--- config.mk ---
export PLATFORM = sky130hd
export DESIGN_NAME = conditional_branch_unit
export DESIGN_NICKNAME = d
export VERILOG_FILES = /design/src/branch_pkg.sv /design/src/branch_cond_if.sv /design/src/branch_cond_eval.sv /design/src/branch_target_calc.sv /design/src/conditional_branch_unit.sv
export VERILOG_INCLUDE_DIRS = /design/src
export SDC_FILE = /design/constraint.sdc
export NUM_CORES = 1
export LEC_CHECK = 0
export BUFFER_PORTS_ARGS = -buffer_cell sky130_fd_sc_hd__buf_2
export CAP_MARGIN = 20
export CORE_ASPECT_RATIO = 0.7
export CORE_MARGIN = 10
export CORE_UTILIZATION = 35
export DETAILED_ROUTE_END_ITERATION = 10
export REMOVE_ABC_BUFFERS = 1
export SLEW_MARGIN = 20
export SYNTH_ARGS = -nofsm -noshare
export SYNTH_HDL_FRONTEND = slang
export SYNTH_HIERARCHICAL = 1
export SYNTH_SLANG_ARGS = --single-unit
--- constraint.sdc ---
create_clock -name MCLK -period 2.2 [get_ports MCLK]
set_input_delay 0.33 -clock MCLK [delete_from_list [all_inputs] [get_ports MCLK]]
set_output_delay 0.33 -clock MCLK [all_outputs]
set_load 0.005 [all_outputs]
--- src/branch_defines.svh ---
// Constants for the conditional relative-branch unit.
// Assumes inclusion by bare name from the package and the modules.
`ifndef BRANCH_DEFINES_SVH
`define BRANCH_DEFINES_SVH

// Status register bit positions
`define SR_CARRY_BIT      0
`define SR_ZERO_BIT       1
`define SR_NEGATIVE_BIT   2
`define SR_OVERFLOW_BIT   3
`define SR_SIGN_BIT       4
`define SR_HALF_CARRY_BIT 5
`define SR_TRANSFER_BIT   6
`define SR_INTERRUPT_BIT  7

// Widths and defaults
`define PC_WIDTH_DEFAULT     16
`define OFFSET_WIDTH_DEFAULT 7
`define PC_RESET_VALUE       16'h0000

// Cycle counts of a branch
`define CYCLES_NOT_TAKEN 1
`define CYCLES_TAKEN     2

`endif

--- src/branch_pkg.sv ---
// Types shared by the conditional relative-branch unit.
// Assumes branch_defines.svh sits in the include path.
`default_nettype none
`include "branch_defines.svh"

package branch_pkg;

    // Branch operations handled by this unit
    typedef enum logic [3:0] {
        OP_NONE,
        OP_BRANCH_CARRY_SET,
        OP_BRANCH_CARRY_CLEAR,
        OP_BRANCH_SAME_OR_HIGHER,
        OP_BRANCH_UNSIGNED_LOWER,
        OP_BRANCH_NEGATIVE,
        OP_BRANCH_POSITIVE,
        OP_BRANCH_SIGNED_GE,
        OP_BRANCH_SIGNED_LT,
        OP_BRANCH_HALF_CARRY_SET,
        OP_BRANCH_HALF_CARRY_CLEAR,
        OP_BRANCH_TRANSFER_BIT_SET,
        OP_BRANCH_TRANSFER_BIT_CLEAR,
        OP_BRANCH_OVERFLOW_SET
    } branch_op_t;

    // Sequencer states
    typedef enum logic [1:0] {
        ST_IDLE,
        ST_TAKEN_SECOND
    } branch_state_t;

endpackage : branch_pkg

`default_nettype wire

--- src/branch_cond_if.sv ---
// Interface between the branch sequencer and the condition evaluator.
// Assumes both ends run on the same core clock.
`timescale 1ns/100ps
`default_nettype none

interface branch_cond_if;
    import branch_pkg::*;
    branch_op_t op;
    logic [7:0] status;
    logic       is_branch;
    logic       taken;

    modport requester (output op, output status, input is_branch, input taken);
    modport evaluator (input op, input status, output is_branch, output taken);
endinterface : branch_cond_if

`default_nettype wire

--- src/branch_cond_eval.sv ---
// Condition evaluator: decides from the status flags whether a branch is taken.
// Assumes the status byte is the live status register of the core.
`timescale 1ns/100ps
`default_nettype none
`include "branch_defines.svh"

module branch_cond_eval
    import branch_pkg::*;
(
    branch_cond_if.evaluator cond
);

    logic c_flag;
    logic n_flag;
    logic v_flag;
    logic h_flag;
    logic t_flag;

    // Flag extraction
    assign c_flag = cond.status[`SR_CARRY_BIT];
    assign n_flag = cond.status[`SR_NEGATIVE_BIT];
    assign v_flag = cond.status[`SR_OVERFLOW_BIT];
    assign h_flag = cond.status[`SR_HALF_CARRY_BIT];
    assign t_flag = cond.status[`SR_TRANSFER_BIT];

    // Condition decode; aliases share the same test
    always_comb begin
        cond.is_branch = 1'b1;
        cond.taken     = 1'b0;
        unique case (cond.op)
            OP_NONE: begin
                cond.is_branch = 1'b0;
            end
            OP_BRANCH_CARRY_SET,
            OP_BRANCH_UNSIGNED_LOWER:     cond.taken = (c_flag == 1'b1);
            OP_BRANCH_CARRY_CLEAR,
            OP_BRANCH_SAME_OR_HIGHER:     cond.taken = (c_flag == 1'b0);
            OP_BRANCH_NEGATIVE:           cond.taken = (n_flag == 1'b1);
            OP_BRANCH_POSITIVE:           cond.taken = (n_flag == 1'b0);
            OP_BRANCH_SIGNED_GE:          cond.taken = ((n_flag ^ v_flag) == 1'b0);
            OP_BRANCH_SIGNED_LT:          cond.taken = ((n_flag ^ v_flag) == 1'b1);
            OP_BRANCH_HALF_CARRY_SET:     cond.taken = (h_flag == 1'b1);
            OP_BRANCH_HALF_CARRY_CLEAR:   cond.taken = (h_flag == 1'b0);
            OP_BRANCH_TRANSFER_BIT_SET:   cond.taken = (t_flag == 1'b1);
            OP_BRANCH_TRANSFER_BIT_CLEAR: cond.taken = (t_flag == 1'b0);
            OP_BRANCH_OVERFLOW_SET:       cond.taken = (v_flag == 1'b1);
            default: begin
                // Illegal encodings are treated as no branch
                cond.is_branch = 1'b0;
            end
        endcase
    end

endmodule : branch_cond_eval

`default_nettype wire

--- src/branch_target_calc.sv ---
// Target adder: program counter plus sign-extended offset plus one.
// Assumes the program counter wraps modulo its width.
`timescale 1ns/100ps
`default_nettype none
`include "branch_defines.svh"

module branch_target_calc #(
    parameter int PC_WIDTH     = `PC_WIDTH_DEFAULT,
    parameter int OFFSET_WIDTH = `OFFSET_WIDTH_DEFAULT
) (
    input  wire logic [PC_WIDTH-1:0]     pc,
    input  wire logic [OFFSET_WIDTH-1:0] offset,
    output logic      [PC_WIDTH-1:0]     sequential,
    output logic      [PC_WIDTH-1:0]     target
);

    // Sign extension keeps backward branches reachable
    function automatic logic [PC_WIDTH-1:0] sext(input logic [OFFSET_WIDTH-1:0] k);
        sext = {{(PC_WIDTH-OFFSET_WIDTH){k[OFFSET_WIDTH-1]}}, k};
    endfunction : sext

    // Both results modulo the counter width
    assign sequential = pc + {{(PC_WIDTH-1){1'b0}}, 1'b1};
    assign target     = pc + sext(offset) + {{(PC_WIDTH-1){1'b0}}, 1'b1};

endmodule : branch_target_calc

`default_nettype wire

--- src/conditional_branch_unit.sv ---
// Conditional relative-branch unit: evaluates flags, steps or loads the PC.
// Assumes decode presents one operation with its offset on an accepted strobe,
// and that the status byte is stable while the unit is busy.
`timescale 1ns/100ps
`default_nettype none
`include "branch_defines.svh"

module conditional_branch_unit
    import branch_pkg::*;
#(
    parameter int PC_WIDTH     = `PC_WIDTH_DEFAULT,
    parameter int OFFSET_WIDTH = `OFFSET_WIDTH_DEFAULT
) (
    // Clock and reset
    input  wire logic                    MCLK,
    input  wire logic                    SRST,
    // Instruction from decode
    input  wire logic                    INSTR_VALID,
    input  wire branch_op_t              INSTR_OP,
    input  wire logic [OFFSET_WIDTH-1:0] INSTR_OFFSET,
    output logic                         INSTR_READY,
    // Status register
    input  wire logic [7:0]              STATUS_IN,
    output logic [7:0]                   STATUS_OUT,
    output logic                         STATUS_WE,
    // Program counter
    output logic [PC_WIDTH-1:0]          PC,
    // Completion report
    output logic                         DONE,
    output logic                         TAKEN
);

    // Parameters the adder cannot serve; refused while elaborating, not at run time
    if (PC_WIDTH < 2 || PC_WIDTH > 32 ||
        OFFSET_WIDTH < 2 || OFFSET_WIDTH >= PC_WIDTH) begin : g_bad_width
        $error("conditional_branch_unit: unsupported PC_WIDTH or OFFSET_WIDTH");
    end

    branch_state_t         state;
    logic                  accept;
    logic [PC_WIDTH-1:0]   pc_sequential;
    logic [PC_WIDTH-1:0]   pc_target;
    logic [PC_WIDTH-1:0]   held_target;

    branch_cond_if cond ();

    // Condition evaluation on the live flags
    assign cond.op     = INSTR_OP;
    assign cond.status = STATUS_IN;

    branch_cond_eval u_eval (
        .cond (cond)
    );

    branch_target_calc #(
        .PC_WIDTH     (PC_WIDTH),
        .OFFSET_WIDTH (OFFSET_WIDTH)
    ) u_target (
        .pc         (PC),
        .offset     (INSTR_OFFSET),
        .sequential (pc_sequential),
        .target     (pc_target)
    );

    // Busy during the second cycle of a taken branch
    assign INSTR_READY = (state == ST_IDLE);
    assign accept      = INSTR_VALID && INSTR_READY;

    // This unit never writes flags; outputs pass status through unchanged
    assign STATUS_OUT = STATUS_IN;
    assign STATUS_WE  = 1'b0;

    // Sequencer: taken branches spend one extra cycle
    always_ff @(posedge MCLK) begin
        if (SRST) begin
            state <= ST_IDLE;
        end else begin
            unique case (state)
                ST_IDLE: begin
                    if (accept && cond.is_branch && cond.taken) begin
                        state <= ST_TAKEN_SECOND;
                    end
                end
                ST_TAKEN_SECOND: begin
                    state <= ST_IDLE;
                end
            endcase
        end
    end

    // Target captured at acceptance, loaded in the second cycle
    always_ff @(posedge MCLK) begin
        if (SRST) begin
            held_target <= '0;
        end else if (accept && cond.is_branch && cond.taken) begin
            held_target <= pc_target;
        end
    end

    // Program counter update
    always_ff @(posedge MCLK) begin
        if (SRST) begin
            PC <= PC_WIDTH'(`PC_RESET_VALUE);
        end else if (state == ST_TAKEN_SECOND) begin
            PC <= held_target;
        end else if (accept && cond.is_branch && !cond.taken) begin
            PC <= pc_sequential;
        end
    end

    // Completion pulse and result, registered
    always_ff @(posedge MCLK) begin
        if (SRST) begin
            DONE  <= 1'b0;
            TAKEN <= 1'b0;
        end else begin
            DONE  <= (state == ST_TAKEN_SECOND) || (accept && cond.is_branch && !cond.taken);
            TAKEN <= (state == ST_TAKEN_SECOND);
        end
    end

endmodule : conditional_branch_unit

`default_nettype wire

==> impl_results.md, run 1 <==
- Status: finished, final reports clean
- Cell Area, Synth: 0.00272 mm2
- Die area: 0.0118 mm2
- Total Power: approximately 2.0 mW
- Area leader, netlist: dfxtp_1
- Sequential share of the synthesized area: roughly a quarter
- Worst-path cell chain: inv_2 -> ha_4 -> inv_2 -> fa_2 -> a211oi_2 -> o21bai_1 -> a21o_1 -> a21boi_4 -> buf_4 -> xnor2_1 -> nand2_1 -> a21oi_1
- Post-route DRC: 0
- R2R Setup Slk: 0.02 ns
- Final worst slack: around 0.024 ns
- Max stage delay on crit path: slightly below 0.4 ns
- Die H: between 90 and 100 um
- Worst R2R Path Depth: 12
- Reg power frac: 38.3%
- Clk sinks: 35
- Fillers: 758
- Final nets: 410
- Starting density of the core: 36.7%
- Port-buffer cells: 42
- Fmax: 460 MHz
- Detail Route Antenna Nets: 0
- Worst R2R Start: PC[0]$_SDFFE_PP0P_
- CTS Buf Count: 5
- Max-cap violations: 0
- Slowest cell on crit path: fa_2
- Hold crit path type: reg2reg
- Min-delay src: held_target[5]$_SDFFE_PP0P_
- Crit path kind: reg2reg
- Worst-path clk slew: 0.08 ns
- Leak: 1.35 nW
- Synth top area share: 25.7%
- WP data arrival: roughly 2.4 ns
- #FFs+latches synth: 35
- WHS Endpoint: held_target[5]$_SDFFE_PP0P_
- Worst Hold Depth: 2
- Number of enable flip-flop cells after synthesis: 0
- Via Count: 2,475
- Clock share of power: 23.2%
- Clock buffer depth: 2
- Num ports: 50
- WP data required: 2.42 ns
- Worst r2r dst: held_target[8]$_SDFFE_PP0P_
- TritonCTS clock tree: done
- Tightest Pin Transition: ~0.82 ns
- Switch share: 35.6%
- Slew HR: 45.6%
- Number of diodes: 0
- Largest cells by area after synthesis: dfxtp_1, ha_1, mux2_2, nand2_1, a21oi_1
- Final period util: 98.9%
- CP most frequent cell: inv_2
- Reg area: 703 um2
- Total power divided by cell area: 638 mW/mm2
- Async set or reset register ratio after synthesis: 0%
- DP Area: 0.00300 mm2
- Critical path capture point type: register
- Post-synthesis cell count: 334
- Final core utilization: 42.1%
- DR iter-0 viols: 180
- Pint: 1.28 mW
- First-pass GRT wire length: approximately 12,000 um
- Worst path bufs/invs: 3
- Setup WS pre-CTS: -0.173 ns
- Min cycle time layout: 2.18 ns
- Hold Buf Count CTS: 0
- Die Wd: 125 um
- Ys Warns: 6
- Initial antenna violation count: 0
- Vias in the first global route: 2,461
- Cell variety after synth: 48
- Dpl hpwl: 5120 um
- Core area: between 0.007 and 0.008 mm2
- Max Slew Vio Count: 0
- Root buffer cell: clkbuf_8
- Most frequent cell after synthesis: nand2_1
- Tot GR Track Use: 12.3%
- Synth top cells by count: nand2_1, a21oi_1, dfxtp_1
- DR pass1 iterations: 4
- P_sw: 0.709 mW
- Combinational Power Share: 38.5%
- Clock skew: between 0.008 and 0.009 ns
- Avg WL per Cell: 15.4 um
- Wirelength, routed: about 7200 um
- VDD IR max: 0.327 mV
- Gpl congestion: ~0.9
- Nature of the critical path startpoint: register
- Post-synth top flop: dfxtp_1
- # setup viols final: 0
- Hold Violations, Final: 0
- Largest delay contributor family on the critical path: compound AO/OA/AOI/OAI gates
- RSZ-0062 raised after global routing: yes
- # H-tree levels: 2
- Mean post-synth cell area: 8.15 um2
- Final instance area: 0.00312 mm2
- Skew-Pair Late Insertion Delay: 0.29 ns
- Pin count of the biggest net entering global routing: 36
- DR vias/cell: 5.27
- Standard-cell rows: 26
- Synth-to-Final Area Change: 14.7%
- Share of post-route cells with drive strength above 1: 28.0%
- Area of the multi-input gates: 0.00182 mm2
- Global route overflow: 0
- Crit Path Max Fanout: 3
-- worst max path at each step --
stage | end | slack [ns] | from | cells past startpoint
4_1_cts | held_target[12]$_SDFFE_PP0P_ | 0.006 | PC[0]$_SDFFE_PP0P_ | 12
3_5_place_dp | held_target[12]$_SDFFE_PP0P_ | -0.17 | INSTR_OFFSET[0] | 13
3_3_place_gp | held_target[12]$_SDFFE_PP0P_ | -0.16 | INSTR_OFFSET[0] | 13
2_1_floorplan | PC[14]$_SDFFE_PP0P_ | -0.09 | STATUS_IN[6] | 7
6_report | held_target[8]$_SDFFE_PP0P_ | 0.02 | PC[0]$_SDFFE_PP0P_ | 12
5_1_grt | held_target[10]$_SDFFE_PP0P_ | -0.1 | PC[0]$_SDFFE_PP0P_ | 12
-- repair_timing --
action,CTS,global route
endpoints found under the setup margin,4,6
pin swaps,1,9
gates resized for setup,1,8
setup buffers,1,1
-- routing by layer --
metal	vias up	share of wire, %	global-route usage (%)
li1	1245	-	-
met1	1156	50	17.0
met2	72	41	18.8
met3	2	9.0	3.33
met4	0	0.11	1.72
met5	-	0	0
-- kinds of logic (layout without fill, tap and decap cells) --
| logic type | Yosys count | in the layout | synth area share, % |
|---|---|---|---|
| AOI/OAI and AO/OA | 93 | 93 | 23.1 |
| xor gates and xnor gates | 29 | 29 | 9.33 |
| adders and majority gates | 17 | 17 | 8.09 |
| buffers and inverters | 37 | 75 | 8.37 |
| DFF | 35 | 35 | 25.7 |
| muxes | 17 | 17 | 7.03 |
| other | 1 | 1 | 0.138 |
| and+or+nand+nor | 105 | 105 | 18.2 |
-- worst register-to-register path: cells and delay by family (launching register included) --
family	cells	cell delay, ns
adders and majority gates	2	0.53
xor gates and xnor gates	1	0.10
AOI/OAI and AO/OA	5	0.85
buffers and inverters	3	0.25
DFF	1	0.32
and+or+nand+nor	1	0.06
-- per-stage QoR --
step	hold WS, ns	std cells	TNS, ns
finish	0.455	470	0
global route	0.481	470	-0.271
CTS	0.457	469	0
detailed placement	0.447	460	-0.582
global placement	0.440	460	-0.527
floorplan	0.392	307	-0.857
-- placed cells by master (no fill, tap or decap), types with 3 or more instances in the layout --
| cell | synthesis | final |
|---|---|---|
| o21ai_2 | 1 | 3 |
| mux2_2 | 16 | 16 |
| a21oi_2 | 10 | 10 |
| dfxtp_1 | 35 | 33 |
| xnor2_1 | 18 | 18 |
| and3_1 | 7 | 7 |
| buf_2 | 5 | 42 |
| inv_1 | 9 | 7 |
| nand3_1 | 11 | 11 |
| nand2_1 | 47 | 47 |
| clkbuf_8 | 0 | 5 |
| a211oi_1 | 15 | 15 |
| a21o_1 | 4 | 4 |
| buf_12 | 0 | 3 |
| buf_4 | 12 | 12 |
| ha_1 | 16 | 15 |
| nor2_1 | 22 | 22 |
| o21ai_1 | 9 | 7 |
| nand4_1 | 4 | 4 |
| a21oi_1 | 35 | 35 |
| o21bai_1 | 3 | 3 |
| xor2_1 | 11 | 11 |
-- flip-flops by register name (all words and copies together) (netlist names) --
signal       count
DONE             1
TAKEN            1
PC              16
held_target     16
state            1
-- cell type report --
type,count,area share (%)
Multi-Input combinational cell,262,58.2
Sequential cell,35,22.5
Timing Repair Buffer,57,11.5
Tap cell,98,3.93
Clock buffer,7,2.45
Inverter,10,1.20
Clock inverter,1,0.160
-- power groups by stage --
| stage | sequential [mW] | clock, mW | combinational (mW) |
|---|---|---|---|
| after global placement | 0.772 | 0 | 0.733 |
| final | 0.762 | 0.462 | 0.767 |
| after detailed placement | 0.774 | 0 | 0.745 |
| after global routing | 0.773 | 0.509 | 0.863 |
| after floorplan | 0.783 | 0 | 0.479 |
| after CTS | 0.760 | 0.481 | 0.756 |
No activity file was read; power rests on OpenSTA's default activity.
==> run 2: changes to the inputs <==
Settings changed: CTS_CLUSTER_DIAMETER set to 30.
Clock period 2.2 ns to 2.4 ns, I/O delays scaled along.
==> impl_results.md, run 2 (synthesized netlist as in run 1, its figures left out) <==
- Commonest non-fill, non-tap cell in the layout: nand2_1
- Max Slew Vio Count: 0
- Hold Violations, Final: 0
- Die H: 93.8 um
- Nature of the critical path startpoint: register
- Max stage delay on crit path: 0.36 ns
- Port-buffer cells: between 40 and 50
- R2R Setup Slk: 0.19 ns
- Worst-path clk slew: ~0.08 ns
- Number of diodes: 0
- Most frequent cells in the layout: nand2_1, buf_2, dfxtp_1, a21oi_1, nor2_1
- Setup Buffers After CTS: 0
- Synth-to-Final Area Change: 12.3%
- Post-route DRC: 0
- Worst R2R Start: PC[0]$_SDFFE_PP0P_
- Worst-path cell chain: inv_1 -> ha_1 -> inv_1 -> fa_2 -> a211oi_2 -> o21bai_1 -> a21o_1 -> a21boi_4 -> o21ai_1 -> xor2_1 -> nand2_1 -> a21oi_2
- DP Area: 0.00296 mm2
- Tightest Pin Transition: 0.820 ns
- Num ports: 50
- Reg power frac: 38.7%
- Slowest cell on crit path: fa_2
- DR pass1 iterations: 4
- Via Count: 2,438
- Gpl congestion: 0.889
- Total power divided by cell area: approximately 590 mW/mm2
- Dpl hpwl: just over 5000 um
- DR vias/cell: 5.24
- Slew HR: 45.3%
- Crit Path Max Fanout: 3
- Leak: 1.31 nW
- Max-cap violations: 0
- Critical path capture point type: register
- RSZ-0062 raised after global routing: no
- Wirelength, routed: 7070 um
- Fmax: 453 MHz
- VDD IR max: 0.242 mV
- Skew-Pair Late Insertion Delay: slightly below 0.3 ns
- # setup viols final: 0
- Final instance area: about 0.0031 mm2
- DR iter-0 viols: ~150
- Min cycle time layout: 2.21 ns
- Share of post-route cells with drive strength above 1: 25.6%
- Crit path kind: reg2reg
- Worst r2r dst: held_target[12]$_SDFFE_PP0P_
- Setup WS pre-CTS: -0.00621 ns
- Status: finished, final reports clean
- Largest regs: PC (16), held_target (16)
- Die area: ~0.012 mm2
- Pint: 1.15 mW
- Vias in the first global route: around 2,400
- Core area: 0.00742 mm2
- Avg WL per Cell: between 15 and 20 um
- WP data arrival: 2.36 ns
- # H-tree levels: 2
- Clock buffer depth: 2
- Detail Route Antenna Nets: 0
- CTS Buf Count: 5
- WP data required: 2.55 ns
- Min-delay src: held_target[7]$_SDFFE_PP0P_
- Hold Buf Count CTS: 0
- Combinational Power Share: 36.7%
- WHS Endpoint: held_target[7]$_SDFFE_PP0P_
- TritonCTS clock tree: done
- TNS Setup: 0 ns
- Die Wd: approximately 130 um
- Root buffer cell: clkbuf_8
- Final worst slack: 0.194 ns
- Largest delay contributor family on the critical path: compound AO/OA/AOI/OAI gates
- Clk sinks: 35
- Hold crit path type: reg2reg
- Switch share: between 30% and 40%
- P_sw: 0.661 mW
- Starting density of the core: 36.7%
- Clock skew: about 0.0093 ns
- Worst R2R Path Depth: 12
- Clock share of power: 24.6%
- Tot GR Track Use: 12.0%
- Standard-cell rows: 26
- Global route overflow: 0
- First-pass GRT wire length: 11,900 um
- Pin count of the biggest net entering global routing: 36
- Initial antenna violation count: 0
- Final nets: slightly above 400
- Worst Hold Depth: 2
- CP most frequent cell: inv_1
- Worst path bufs/invs: 2
- Final period util: 91.9%
-- run 2: through the flow --
| step | utilization (%) | std cells | hold WS, ns | total power, mW |
|---|---|---|---|---|
| finish | 41.2 | 465 | 0.456 | 1.81 |
| global route | 41.2 | 465 | 0.478 | 1.94 |
| CTS | 41.2 | 465 | 0.458 | 1.83 |
| detailed placement | 40.0 | 457 | 0.447 | 1.37 |
| global placement | 40.0 | 457 | 0.439 | 1.36 |
| floorplan | - | 307 | 0.422 | 1.16 |
-- run 2: timing repair --
item | 4_1_cts | 5_1_grt
setup endpoints to repair | 0 | 4
gates resized for setup | 0 | 1
endpoints found under the hold margin | 0 | 0
-- run 2: cell type report --
class	count	area [um2]
Timing Repair Buffer	52	310
Clock inverter	3	20.0
Sequential cell	35	701
Fill cell	775	4360
Tap cell	98	123
Inverter	10	37.5
Multi-Input combinational cell	262	1800
Clock buffer	5	68.8
-- run 2: worst max path at each step --
stage	to	startpoint	cells past startpoint	slack (ns)
2_1_floorplan	PC[14]$_SDFFE_PP0P_	STATUS_IN[6]	7	0.08
3_3_place_gp	held_target[12]$_SDFFE_PP0P_	INSTR_OFFSET[0]	13	0.01
3_5_place_dp	held_target[12]$_SDFFE_PP0P_	INSTR_OFFSET[0]	13	-0.006
4_1_cts	held_target[12]$_SDFFE_PP0P_	PC[0]$_SDFFE_PP0P_	12	0.10
5_1_grt	held_target[12]$_SDFFE_PP0P_	PC[0]$_SDFFE_PP0P_	12	0.04
6_report	held_target[12]$_SDFFE_PP0P_	PC[0]$_SDFFE_PP0P_	12	0.19
-- run 2: power groups by stage --
stage	Sequential (mW)	Clock, mW	Combinational [mW]
2_1_floorplan	0.717	0	0.439
3_3_place_gp	0.712	0	0.653
3_5_place_dp	0.714	0	0.660
4_1_cts	0.701	0.461	0.666
5_1_grt	0.714	0.485	0.744
6_report	0.701	0.446	0.665
-- run 2: worst register-to-register path: cells and delay by family, from the launching register on --
kind / cells / cell delay, ns
AOI/OAI and AO/OA: 6 / 0.85
adders and majority gates: 2 / 0.54
DFF: 1 / 0.32
xor gates and xnor gates: 1 / 0.14
buffers and inverters: 2 / 0.13
and+or+nand+nor: 1 / 0.07
-- run 2: per-layer routing --
metal  vias to the layer above  global-route usage (%)  share of wire, %
li1                       1235                       -                 -
met1                      1130                    16.8                53
met2                        64                    17.3                39
met3                         9                    3.33               6.4
met4                         0                    3.73               1.3
met5                         -                       0                 0
